===== src/design/ums_pkg.sv =====
// Package for the serial element: register map, field positions, reset values
package ums_pkg;
    // Register byte addresses (one 32-bit word each)
    localparam logic [7:0] ADDR_RXBUF   = 8'h00;
    localparam logic [7:0] ADDR_TXHOLD  = 8'h04;
    localparam logic [7:0] ADDR_DIVLO   = 8'h08;
    localparam logic [7:0] ADDR_DIVHI   = 8'h0C;
    localparam logic [7:0] ADDR_LINECTL = 8'h10;
    localparam logic [7:0] ADDR_LINEST  = 8'h14;
    localparam logic [7:0] ADDR_MDMCTL  = 8'h18;
    localparam logic [7:0] ADDR_MDMST   = 8'h1C;
    localparam logic [7:0] ADDR_SCRATCH = 8'h20;
    localparam logic [7:0] ADDR_IEN     = 8'h24;
    // Modem control fields
    localparam int MC_DTR  = 0;
    localparam int MC_RTS  = 1;
    localparam int MC_OUTA = 2;
    localparam int MC_OUTB = 3;
    localparam int MC_LOOP = 4;
    // Line control fields: word length code and stop bits
    localparam int LC_WLEN_LSB = 0;
    localparam int LC_STOP     = 2;
    // Line status fields
    localparam int LS_READY = 0;
    localparam int LS_OVRUN = 1;
    localparam int LS_THE   = 5;
    localparam int LS_TX_ALL_EMPTY_FLAG  = 6;
    // Interrupt enable field for modem status
    localparam int IE_MODEM = 3;
    // Reset values
    localparam logic [7:0]  RST_BYTE   = 8'h00;
    localparam logic [15:0] RST_DIVISOR = 16'h0001;
    // Oversampling ratio of the baud clock
    localparam logic [3:0]  OVERSAMPLE_LAST = 4'hF;
    localparam logic [3:0]  OVERSAMPLE_MID  = 4'h7;
    typedef enum logic [2:0] {
        UMS_IDLE  = 3'b001,
        UMS_DATA  = 3'b010,
        UMS_STOP  = 3'b100
    } ums_state_t;
endpackage


===== src/design/ums_uart.sv =====
// Serial element core: modem status, divisor, receive and transmit paths, APB slave
// Contract
// - CTS change flag, bit 0, sets when clear-to-send pin changed since read.
// - DSR change flag, bit 1, sets when data-set-ready pin changed since read.
// - Ring flag, bit 2, sets only on ring pin low-to-high.
// - Carrier change flag, bit 3, sets when carrier pin changed since read.
// - Loopback makes status bits 4-7 show modem control bits.
// - Modem status read clears deltas; status bits follow pins outside loopback.
// - Set delta and change during read: change not recorded.
// - Clear delta and change during read: flag set after read.
// - Status setting held off during read; pending set lands at read end.
// - Set bit with recurring condition during read clears at read end.
// - Baud generator divides clock by 1..65535 giving sixteen-times clock.
// - Divisor is 16 bits in low and high byte latches.
// - Writing either divisor latch reloads baud counter at once.
// - Received characters right-justified, bit 0 first, upper bits zero.
// - Receiver samples on sixteen-times clock, aligned to start bit.
// - Completed character loads receive buffer and sets ready flag.
// - Unread character overwritten by next and overrun flag set.
// - Holding register keeps character until shift register is free.
// - Transmitter uses shared word length and stop bits, bit 0 first.
// - Holding-empty flag tracks holding; all-empty needs both registers empty.
// - Scratch byte stores written value, affects nothing else.
// - Status bits 4-7 are inverse of active-low modem pins.
// - Modem interrupt enable with any delta set raises interrupt output.
// - Reading receive buffer clears data-ready flag.
`timescale 1ns/1ps
`default_nettype none
module ums_uart #(
    parameter int DIV_W = 16
) (
    // Clock and reset
    input  wire logic        clock,
    input  wire logic        nrst,
    // APB slave
    input  wire logic        psel,
    input  wire logic        penable,
    input  wire logic        pwrite,
    input  wire logic [7:0]  paddr,
    input  wire logic [31:0] pwdata,
    output logic      [31:0] prdata,
    output logic             pready,
    output logic             pslverr,
    // Serial lines
    input  wire logic        serial_in,
    output logic             serial_out,
    // Modem inputs, active low
    input  wire logic        ctsN,
    input  wire logic        dsrN,
    input  wire logic        ringN,
    input  wire logic        carrierN,
    // Modem outputs, active low
    output logic             dtrN,
    output logic             rtsN,
    output logic             user_output_aN,
    output logic             user_output_bN,
    // Sixteen-times clock tick and interrupt
    output logic             baudTick,
    output logic             irq_out
);
    import ums_pkg::*;

    // Bus decode: zero-wait access, answered in the access phase
    wire        access   = psel && penable;
    wire        wrAcc    = access && pwrite;
    wire        rdAcc    = access && !pwrite;
    wire        mapped   = (paddr <= ADDR_IEN) && (paddr[1:0] == 2'b00);
    wire        wrDivLo  = wrAcc && paddr == ADDR_DIVLO;
    wire        wrDivHi  = wrAcc && paddr == ADDR_DIVHI;
    wire        wrTx     = wrAcc && paddr == ADDR_TXHOLD;
    // Read strobe spans setup and access so a status read masks sets for its whole length
    wire        rdStrobeMs = psel && !pwrite && paddr == ADDR_MDMST;
    wire        rdStrobeLs = psel && !pwrite && paddr == ADDR_LINEST;
    wire        rdEndMs  = rdAcc && paddr == ADDR_MDMST;
    wire        rdEndLs  = rdAcc && paddr == ADDR_LINEST;
    wire        rdRx     = rdAcc && paddr == ADDR_RXBUF;

    logic [7:0] modemCtl, lineCtl, ienReg, scratch_byte, divLo, divHi;
    logic [7:0] receive_buffer, transmit_holding;
    logic [3:0] delta, pend, kill;
    logic [3:0] pinPrev;
    logic       rx_ready_flag, ovrFlag, ovrPend, ovrKill;
    logic       tx_holding_empty_flag, txShiftBusy;

    // Modem control drives outputs; loopback forces them inactive high
    wire        loopOn = modemCtl[MC_LOOP];
    wire [3:0]  pinStat = {~carrierN, ~ringN, ~dsrN, ~ctsN};
    wire [3:0]  loopStat = {modemCtl[MC_OUTB], modemCtl[MC_OUTA], modemCtl[MC_DTR], modemCtl[MC_RTS]};
    wire [3:0]  curStat = loopOn ? loopStat : pinStat;
    // level changes; ring pin rising means status bit falling
    wire [3:0]  chg = {curStat[3] ^ pinPrev[3], pinPrev[2] & ~curStat[2],
                       curStat[1] ^ pinPrev[1], curStat[0] ^ pinPrev[0]};

    always_ff @(posedge clock or negedge nrst) begin
        if (!nrst) begin
            pinPrev <= 4'h0;
        end else begin
            pinPrev <= curStat;
        end
    end

    always_ff @(posedge clock or negedge nrst) begin
        if (!nrst) begin
            delta <= 4'h0;
            pend  <= 4'h0;
            kill  <= 4'h0;
        end else if (rdStrobeMs && !rdEndMs) begin
            pend <= pend | (chg & ~delta);
            kill <= kill | (chg & delta);
        end else if (rdEndMs) begin
            delta <= (pend | (chg & ~delta)) & ~(kill | (chg & delta));
            pend  <= 4'h0;
            kill  <= 4'h0;
        end else begin
            delta <= delta | chg;
        end
    end

    always_ff @(posedge clock or negedge nrst) begin
        if (!nrst) begin
            divLo <= RST_DIVISOR[7:0];
            divHi <= RST_DIVISOR[15:8];
        end else begin
            if (wrDivLo) divLo <= pwdata[7:0];
            if (wrDivHi) divHi <= pwdata[7:0];
        end
    end

    // baud counter, reloaded on any divisor write
    wire [DIV_W-1:0] divisor = {divHi, divLo};
    logic [DIV_W-1:0] baudCnt;
    wire              baudWrap = baudCnt <= DIV_W'(1);
    always_ff @(posedge clock or negedge nrst) begin
        if (!nrst) begin
            baudCnt  <= DIV_W'(1);
            baudTick <= 1'b0;
        end else if (wrDivLo || wrDivHi) begin
            baudCnt  <= {wrDivHi ? pwdata[7:0] : divHi, wrDivLo ? pwdata[7:0] : divLo};
            baudTick <= 1'b0;
        end else begin
            baudCnt  <= baudWrap ? divisor : baudCnt - DIV_W'(1);
            baudTick <= baudWrap;
        end
    end

    // Word length 5..8 from line control
    wire [3:0] wordBits = 4'h5 + {2'b00, lineCtl[LC_WLEN_LSB +: 2]};
    wire       twoStop  = lineCtl[LC_STOP];
    function automatic logic [7:0] lenMask(input logic [3:0] n);
        lenMask = 8'hFF >> (4'h8 - n);
    endfunction

    // receiver: loopback takes the shift output
    logic       txLine;
    wire        rxIn = loopOn ? txLine : serial_in;
    ums_state_t rxState;
    logic [3:0] rxPhase, rxCount;
    logic [7:0] rxShift;
    wire        rxSample = baudTick && rxPhase == OVERSAMPLE_MID;
    wire        rxDone   = rxState == UMS_STOP && rxSample;
    always_ff @(posedge clock or negedge nrst) begin
        if (!nrst) begin
            rxState <= UMS_IDLE;
            rxPhase <= 4'h0;
            rxCount <= 4'h0;
            rxShift <= RST_BYTE;
        end else if (baudTick) begin
            rxPhase <= rxPhase + 4'h1;
            unique case (rxState)
                UMS_IDLE: begin
                    // Start bit position sets the sampling phase
                    rxPhase <= 4'h0;
                    if (!rxIn) rxState <= UMS_DATA;
                    rxCount <= 4'h0;
                end
                UMS_DATA: if (rxSample) begin
                    if (rxCount == 4'h0 && rxIn) begin
                        rxState <= UMS_IDLE;
                    end else if (rxCount != 4'h0) begin
                        rxShift <= {rxIn, rxShift[7:1]};
                    end
                    if (rxCount == wordBits) rxState <= UMS_STOP;
                    rxCount <= rxCount + 4'h1;
                end
                UMS_STOP: if (rxSample) rxState <= UMS_IDLE;
            endcase
        end
    end
    wire [7:0] rxAligned = (rxShift >> (4'h8 - wordBits)) & lenMask(wordBits);

    always_ff @(posedge clock or negedge nrst) begin
        if (!nrst) begin
            receive_buffer <= RST_BYTE;
            rx_ready_flag  <= 1'b0;
            ovrFlag        <= 1'b0;
            ovrPend        <= 1'b0;
            ovrKill        <= 1'b0;
        end else begin
            if (rxDone) receive_buffer <= rxAligned;
            rx_ready_flag <= rxDone ? 1'b1 : (rdRx ? 1'b0 : rx_ready_flag);
            // overrun held off during line status read
            if (rdStrobeLs && !rdEndLs) begin
                ovrPend <= ovrPend | (rxDone && rx_ready_flag && !ovrFlag);
                ovrKill <= ovrKill | (rxDone && rx_ready_flag && ovrFlag);
            end else if (rdEndLs) begin
                ovrFlag <= (ovrPend || (rxDone && rx_ready_flag && !ovrFlag)) && !ovrKill;
                ovrPend <= 1'b0;
                ovrKill <= 1'b0;
            end else if (rxDone && rx_ready_flag) begin
                ovrFlag <= 1'b1;
            end
        end
    end

    logic [3:0] txPhase, txCount;
    logic [9:0] txShift;
    wire        txLoad = !txShiftBusy && !tx_holding_empty_flag;
    wire [3:0]  txTotal = wordBits + (twoStop ? 4'h2 : 4'h1);
    always_ff @(posedge clock or negedge nrst) begin
        if (!nrst) begin
            transmit_holding      <= RST_BYTE;
            tx_holding_empty_flag <= 1'b1;
            txShiftBusy <= 1'b0;
            txShift     <= 10'h3FF;
            txPhase     <= 4'h0;
            txCount     <= 4'h0;
            txLine      <= 1'b1;
        end else begin
            // Writes while full overwrite the held byte; software must poll the empty flag
            if (wrTx) begin
                transmit_holding      <= pwdata[7:0];
                tx_holding_empty_flag <= 1'b0;
            end else if (txLoad) begin
                tx_holding_empty_flag <= 1'b1;
            end
            if (txLoad) begin
                txShift     <= {2'b11, transmit_holding & lenMask(wordBits)};
                txShiftBusy <= 1'b1;
                txPhase     <= 4'h0;
                txCount     <= 4'h0;
                txLine      <= 1'b0;
            end else if (txShiftBusy && baudTick) begin
                txPhase <= txPhase + 4'h1;
                if (txPhase == OVERSAMPLE_LAST) begin
                    if (txCount == txTotal) begin
                        txShiftBusy <= 1'b0;
                        txLine      <= 1'b1;
                    end else begin
                        txLine  <= txCount < wordBits ? txShift[0] : 1'b1;
                        txShift <= {1'b1, txShift[9:1]};
                    end
                    txCount <= txCount + 4'h1;
                end
            end
        end
    end

    // Register writes for control and scratch; scratch has no side effects
    always_ff @(posedge clock or negedge nrst) begin
        if (!nrst) begin
            modemCtl     <= RST_BYTE;
            lineCtl      <= RST_BYTE;
            ienReg       <= RST_BYTE;
            scratch_byte <= RST_BYTE;
        end else if (wrAcc) begin
            if (paddr == ADDR_MDMCTL)  modemCtl     <= pwdata[7:0] & 8'h1F;
            if (paddr == ADDR_LINECTL) lineCtl      <= pwdata[7:0];
            if (paddr == ADDR_IEN)     ienReg       <= pwdata[7:0] & 8'h0F;
            if (paddr == ADDR_SCRATCH) scratch_byte <= pwdata[7:0];
        end
    end

    // Read mux
    wire [7:0] lineStat = {1'b0, tx_holding_empty_flag && !txShiftBusy, tx_holding_empty_flag,
                           3'b000, ovrFlag, rx_ready_flag};
    wire [7:0] rdByte =
        paddr == ADDR_RXBUF   ? receive_buffer :
        paddr == ADDR_DIVLO   ? divLo :
        paddr == ADDR_DIVHI   ? divHi :
        paddr == ADDR_LINECTL ? lineCtl :
        paddr == ADDR_LINEST  ? lineStat :
        paddr == ADDR_MDMCTL  ? modemCtl :
        paddr == ADDR_MDMST   ? {curStat, delta} :
        paddr == ADDR_SCRATCH ? scratch_byte :
        paddr == ADDR_IEN     ? ienReg : RST_BYTE;

    // Outputs registered; pready high in every access phase
    always_ff @(posedge clock or negedge nrst) begin
        if (!nrst) begin
            prdata  <= 32'h0000_0000;
            pready  <= 1'b0;
            pslverr <= 1'b0;
            serial_out <= 1'b1;
            dtrN <= 1'b1;
            rtsN <= 1'b1;
            user_output_aN <= 1'b1;
            user_output_bN <= 1'b1;
            irq_out <= 1'b0;
        end else begin
            pready  <= psel && !penable;
            pslverr <= psel && !penable && !mapped;
            prdata  <= (psel && !penable && !pwrite) ? {24'h000000, rdByte} : 32'h0000_0000;
            serial_out <= loopOn ? 1'b1 : txLine;
            dtrN <= loopOn || !modemCtl[MC_DTR];
            rtsN <= loopOn || !modemCtl[MC_RTS];
            user_output_aN <= loopOn || !modemCtl[MC_OUTA];
            user_output_bN <= loopOn || !modemCtl[MC_OUTB];
            irq_out <= ienReg[IE_MODEM] && (delta != 4'h0);
        end
    end

    // Assertions
    property p_ctsdelta;
        @(posedge clock) disable iff (!nrst)
        (!psel && chg[0]) |=> delta[0];
    endproperty
    a_ctsdelta: assert property (p_ctsdelta) else $error("cts change flag not set");
    property p_dsrdelta;
        @(posedge clock) disable iff (!nrst)
        (!psel && chg[1]) |=> delta[1];
    endproperty
    a_dsrdelta: assert property (p_dsrdelta) else $error("dsr change flag not set");
    property p_ringfall;
        @(posedge clock) disable iff (!nrst)
        (!psel && !delta[2] && $rose(curStat[2])) |=> !delta[2];
    endproperty
    a_ringfall: assert property (p_ringfall) else $error("ring flag set on wrong edge");
    property p_dcddelta;
        @(posedge clock) disable iff (!nrst)
        (!psel && chg[3]) |=> delta[3];
    endproperty
    a_dcddelta: assert property (p_dcddelta) else $error("carrier change flag not set");
    property p_loopstat;
        @(posedge clock) disable iff (!nrst)
        loopOn |-> curStat[0] == modemCtl[MC_RTS] && curStat[3] == modemCtl[MC_OUTB];
    endproperty
    a_loopstat: assert property (p_loopstat) else $error("loopback status wrong");
    property p_readclr;
        @(posedge clock) disable iff (!nrst)
        (rdEndMs && chg == 4'h0 && pend == 4'h0) |=> delta == 4'h0;
    endproperty
    a_readclr: assert property (p_readclr) else $error("status read did not clear deltas");
    property p_readysets;
        @(posedge clock) disable iff (!nrst)
        rxDone |=> rx_ready_flag && receive_buffer == $past(rxAligned);
    endproperty
    a_readysets: assert property (p_readysets) else $error("ready flag not set");
    property p_overrun;
        @(posedge clock) disable iff (!nrst)
        (rxDone && rx_ready_flag && !rdStrobeLs) |=> ovrFlag;
    endproperty
    a_overrun: assert property (p_overrun) else $error("overrun not flagged");
    property p_divreload;
        @(posedge clock) disable iff (!nrst)
        wrDivLo |=> baudCnt[7:0] == $past(pwdata[7:0]);
    endproperty
    a_divreload: assert property (p_divreload) else $error("divisor write did not reload");
    property p_rxclr;
        @(posedge clock) disable iff (!nrst)
        (rdRx && !rxDone) |=> !rx_ready_flag;
    endproperty
    a_rxclr: assert property (p_rxclr) else $error("ready flag not cleared");
    c_rxchar: cover property (@(posedge clock) disable iff (!nrst) rxDone);
    c_txload: cover property (@(posedge clock) disable iff (!nrst) txLoad);
    c_msrrace: cover property (@(posedge clock) disable iff (!nrst) rdStrobeMs && chg != 4'h0);
endmodule
`default_nettype wire


===== config.mk =====
export PLATFORM = sky130hd
export DESIGN_NAME = ums_uart
export DESIGN_NICKNAME = d
export VERILOG_FILES = /design/src/design/ums_pkg.sv /design/src/design/ums_uart.sv
export SDC_FILE = /design/constraint.sdc
export NUM_CORES = 1
export LEC_CHECK = 0
export BUFFER_PORTS_ARGS = -buffer_cell sky130_fd_sc_hd__clkbuf_2
export CAP_MARGIN = 20
export CORE_ASPECT_RATIO = 1.2
export CORE_UTILIZATION = 35
export DETAILED_ROUTE_END_ITERATION = 10
export MAX_ROUTING_LAYER = met4
export PLACE_DENSITY_LB_ADDON = 0.2
export SLEW_MARGIN = 20
export SYNTH_ARGS = -nofsm -noshare
export SYNTH_HDL_FRONTEND = slang
export SYNTH_SLANG_ARGS = --single-unit
export TNS_END_PERCENT = 50

===== constraint.sdc =====
create_clock -name clock -period 7.55 [get_ports clock]
set_input_delay 1.51 -clock clock [delete_from_list [all_inputs] [get_ports clock]]
set_output_delay 1.51 -clock clock [all_outputs]
set_load 0.1 [all_outputs]

# [After elaboration in Yosys (flattened, before gate mapping)]
# Cells that the tools add are included.
[op_classes] muxes=59 bitwise_logic=23 n_eq_ne=21 multipliers=0 reduce_logical=73 n_addsub=8 magnitude_cmp=3 shifts=2 div=0
[ops] cell="$mux W8" count=11
[ops] cell="$mux W4" count=13
[ops] cell="$mux W10" count=4
[ops] cell="$eq A8 B5 Y1 const B" count=4
[ops] cell="$mux W16" count=2
[ops] cell="$logic_and A1 B1 Y1" count=29
[ops] cell="$mux W1" count=21
[ops] cell="$reduce_bool A2 Y1" count=9
[ops] cell="$add A4 B1 Y4 const B" count=4
[ops] cell="$and A8 B8 Y8" count=2
[ops] cell="$eq A8 B4 Y1 const B" count=2
[ops] cell="$eq A8 B6 Y1 const B" count=2
[ops] cell="$le A16 B1 Y1 const B" count=1
[ops] cell="$sub A16 B1 Y16 const B" count=1
[ops] cell="$mux W3" count=5
[ops] cell="$logic_not A1 Y1" count=13
[ops] cell="$and A4 B4 Y4" count=3
[ops] cell="$or A4 B4 Y4" count=3
[ops] cell="$reduce_and A2 Y1" count=6
[ops] cell="$reduce_and A5 Y1" count=2
[ops] cell="$pmux W3 S3" count=1
[ops] cell="$reduce_and A3 Y1" count=3
[ops] cell="$eq A4 B4 Y1" count=2
[ops] cell="$eq A8 B3 Y1 const B" count=1
[ops] cell="26 further kinds" count=45
[word_totals] latchBits=0 inputBits=50 n_memories=0 register_bits=150 ram_bits=0 rom_bits=0 elab_cells=226 out_inout_bits=41

# [Depth between registers and ports, before layout]
[logic_depth] word_depth=11 ltp_mapped=10 depth_no_buf=8

# [Least setup slack after synthesis]
# Ideal clock, no wire load.
[synth_timing] path_kind="input port to flip-flop" from="in paddr[4]" to="reg delta[0]" stages=8 t_required_ps=7415 path_slack_ps=4199 path_buffers=3 setup_ps=135 t_arrival_ps=3215 path_cell_list="buf_2 > or4b_2 > clkbuf_1 > nor3_1 > buf_2 > nand2_1 > a22oi_1 > o211ai_1"
[synth_via] elab_chain_len=4 word_cells_on_any_way=6 cone_classes="eq/ne: 1; mux: 1; reduce/logical: 4"
[synth_lines] item="start: declaration" line_no="ums_uart.sv:39" rtl="input wire logic [7:0] paddr,"
[synth_lines] item="$eq A8 B5 Y1 (*)" line_no="ums_uart.sv:72, ums_uart.sv:74"
[synth_lines] item="$logic_and A1 B1 Y1" line_no="ums_uart.sv:74" rtl="wire rdEndMs = rdAcc && paddr == ADDR_MDMST;"
[synth_lines] item="$logic_not A1 Y1" line_no="ums_uart.sv:107" rtl="end else if (rdStrobeMs && !rdEndMs) begin"
[synth_lines] item="$logic_and A1 B1 Y1" line_no="ums_uart.sv:107"
[synth_lines] item="end signal: assignment" line_no="ums_uart.sv:111" rtl="delta <= (pend | (chg & ~delta)) & ~(kill | (chg & delta));"
[synth_lines] item="end signal: assignment" line_no="ums_uart.sv:115" rtl="delta <= delta | chg;"
[synth_lines] item="end: declaration" line_no="ums_uart.sv:80" rtl="logic [3:0] delta, pend, kill;"
# Mark *: on every way between the ends. The rest lies on a longest branch, timed or not.
# A chain may end at the register's enable or synchronous reset.

# [Worst setup path in the final report]
[layout_timing] from="in paddr[3]" to="reg kill[3]"
[layout_via] elab_chain_len=5 word_cells_on_any_way=7 cone_classes="eq/ne: 1; mux: 1; reduce/logical: 5"
[layout_lines] item="$eq A8 B5 Y1 (*)" line_no="ums_uart.sv:72, ums_uart.sv:74"
[layout_lines] item="$logic_and A1 B1 Y1" line_no="ums_uart.sv:74"
[layout_lines] item="$logic_not A1 Y1" line_no="ums_uart.sv:107"
[layout_lines] item="$logic_and A1 B1 Y1" line_no="ums_uart.sv:107"
[layout_lines] item="$mux W4 / $reduce_bool A2 Y1 (equally long branches)"
[layout_lines] item="end signal: assignment" line_no="ums_uart.sv:109" rtl="kill <= kill | (chg & delta);"
[layout_lines] item="end: declaration" line_no="ums_uart.sv:80"
# Marks and branches as above.

==> results_dict.tcl <==
set metrics [dict create \
    status "complete, no violations" \
    setup_viol 0 \
    vias 6187 \
    p_switching_uw 558 \
    postSynthCellCount 797 \
    detail-route-antenna-nets 0 \
    clockBufferDepth 2 \
    cp_slowest_cell "nor3_1" \
    ys.flop_type "dfrtp_1" \
    cp-start-kind "input pin" \
    drv_slew 0 \
    crit_buf_inv 2 \
    cp.required_ns 7.85 \
    cts_tree "built" \
    clock_latency_ns 0.43 \
    synth.most_common_cell "dfrtp_1" \
    grt_pass1_wl_um 34100 \
    vias_per_cell 5.51 \
    drive_gt1_frac 0.204 \
    finalWeightedCongestion 0.886 \
    cellPowerDensity_nw_per_um2 226 \
    swShare 0.274 \
    cts_resized 0 \
    cpLargestDelayFamily "simple AND/OR/NAND/NOR gates" \
    yosys_warnings 0 \
    cts_buffers 17 \
    dr.pass1.iters 7 \
    pwr-share-comb 0.128 \
    worst-setup-path-type "input pin to flop" \
    cts_sinks 148 \
    fp.dieW_um 140 \
    grt_pass1_vias 6005 \
    antennaDiodeCount 0 \
    wl_per_cell_um 19.0 \
    rsz0062_at_grt "no" \
    yosysTopAreaCellShare 0.408 \
    ios 91 \
    synth_common_cells "130 x dfrtp_1, 94 x nand2_1, 47 x mux2_2, 46 x nor2_1, 39 x a21oi_1" \
    yosysTopAreaCell "dfrtp_1" \
    netlist_area_um2 7970 \
    cp_max_fo 24 \
    finalHoldViolations 0 \
    root_buffer "clkbuf_16" \
    slowest_delay_ns 0.79 \
    cts_hold_buf 0 \
    synth-async-reset-ratio 1.00 \
    die_h_um 167 \
    timing.hold.ws_ns 0.450 \
    slew_headroom 0.357 \
    antenna_found_initial 0 \
    initial_core_util 0.356 \
    track_usage 0.197 \
    nets 896 \
    critPathArrivalTime_ns 4.01 \
    cp-end-kind "flop" \
    period_needed_ns 3.71 \
    clk_pin_slew_ns 0.06 \
    worst_pin_slew_ns 0.964 \
    core_um2 22400 \
    synth_edf_count 0 \
    syn2layout_area_growth_pct 12.9 \
    synth-seq-cells 148 \
    wirelength_um 21300 \
    postLayoutCoreUtil 0.402 \
    pwr-share-clk 0.446 \
    power.internal_mw 1.48 \
    cap_viol_max_count 0 \
    finClkSkew_ns 0.00825 \
    worstPathCellList "clkbuf_2 -> inv_1 -> nor3_1 -> nand3_1 -> nor2_1 -> nor2_1" \
    cp_common_cell "nor2_1" \
    synth.area.top_cells "dfrtp_1 41%, mux2_2 6.6%, dfstp_2 5.9%, nand2_1 4.4%, a21oi_1 2.4%" \
    period_share 0.491 \
    dp_hpwl_um 15000 \
    fp-row-count 60 \
    hold_class "flop to flop" \
    p_leak_nw 4.00 \
    final.setup.tns_ns 0 \
    grt_start_max_net_pins 76 \
    p_seq_frac 0.426 \
    drc 0 \
    htreeDepth 4 \
    synth.distinct_cells 78 \
    post_cts_buffers 0 \
    first_iter_violations 431 \
    io_buffers 42 \
    ir_drop_uv 146 \
    clock.fmax_mhz 270 \
    grt_overflow 0 \
    die_area_um2 23400 \
    avgSynthCellArea_um2 10.0 \
    yosysSeqAreaShare 0.468 \
]
per-stage QoR:
| step | cell area, um^2 | cells | total power [mW] | worst slack (ns) |
|---|---|---|---|---|
| floorplan | 8050 | 820 | 1.08 | 4.20 |
| global placement | 8360 | 1090 | 1.14 | 3.46 |
| detailed placement | 8360 | 1090 | 1.14 | 3.50 |
| CTS | 8990 | 1122 | 2.06 | 3.87 |
| global route | 9000 | 1122 | 2.12 | 3.60 |
| finish | 9000 | 1122 | 2.04 | 3.84 |
registers in the layout, summed over array words and instances, names as in the netlist, 5 cells and up:
name	flops
receive_buffer	8
scratch_byte	8
transmit_holding	8
prdata	8
rxShift	8
modemCtl	5
divLo	8
divHi	8
lineCtl	8
txShift	8
baudCnt	16
routing by layer:
metal  vias up  wire [um]  global-route usage
met5         -          0                   -
met4         0        705              0.0913
met3        41        873              0.0329
met2       167      10400               0.308
met1      3041       9390               0.249
li1       2938          -                   -
cells by family (layout without fill, tap and decap cells):
logic type               after synthesis  in the layout  synth area share
AO/OA/AOI/OAI                        194            194             0.166
XOR/XNOR                              29             29            0.0319
adder cells (fa/ha/maj)               16             16            0.0261
buffers and inverters                 89            112            0.0551
flip-flops                           148            148             0.468
multiplexers                          57             57            0.0868
other                                  1             24          0.000471
AND/OR/NAND/NOR                      263            263             0.166
power by group through the flow:
stage / clock network, mW / registers (mW) / logic [mW]
finish: 0.908 / 0.868 / 0.261
global route: 0.961 / 0.872 / 0.286
CTS: 0.931 / 0.868 / 0.262
detailed placement: 0 / 0.881 / 0.261
global placement: 0 / 0.881 / 0.262
floorplan: 0 / 0.878 / 0.198
layout by cell type (no fill, tap or decap), drive strengths merged, types with 13 or more instances in the layout:
| cell type | n |
|---|---|
| xor2 | 13 |
| nor4 | 16 |
| a31oi | 13 |
| ha | 15 |
| nor3 | 30 |
| xnor2 | 16 |
| clkbuf | 60 |
| o21ai | 37 |
| o22ai | 16 |
| a21oi | 39 |
| dfstp | 18 |
| nand3 | 15 |
| conb | 24 |
| inv | 30 |
| mux2 | 47 |
| dfrtp | 130 |
| nor2 | 48 |
| nand2 | 94 |
worst register-to-register path: stages (launching register included):
cell and delay [ns]:
dfrtp_1 0.76, inv_1 0.23, ha_1 0.73, inv_1 0.22, fa_1 0.57, xor2_1 0.17, nand4_1 0.41, a211oi_1 0.37
nor3_1 0.08
worst paths after layout:
kind | startpoint | endpoint | slack, ns | depth (start not counted)
worst max-delay path | paddr[3] | kill[3] | 3.84 | 6
worst min register to register | kill[2] | delta[2] | 0.45 | 1
worst max register to register | lineCtl[0] | txShift[6] | 3.93 | 8
max in group asynchronous | nrst | divLo[5] | 4.97 | 2
min in group asynchronous | nrst | prdata[3] | 1.12 | 1
worst min-delay path | kill[2] | delta[2] | 0.45 | 1
final cells by class:
cell class	count	area [um^2]
fill	2219	13400
multi-input combinational	583	3900
sequential	148	3730
clock buffer	19	453
tap	279	349
timing repair buffer	49	269
clock inverter	13	181
inverter	31	116
No activity file was read; power rests on OpenSTA's default activity.
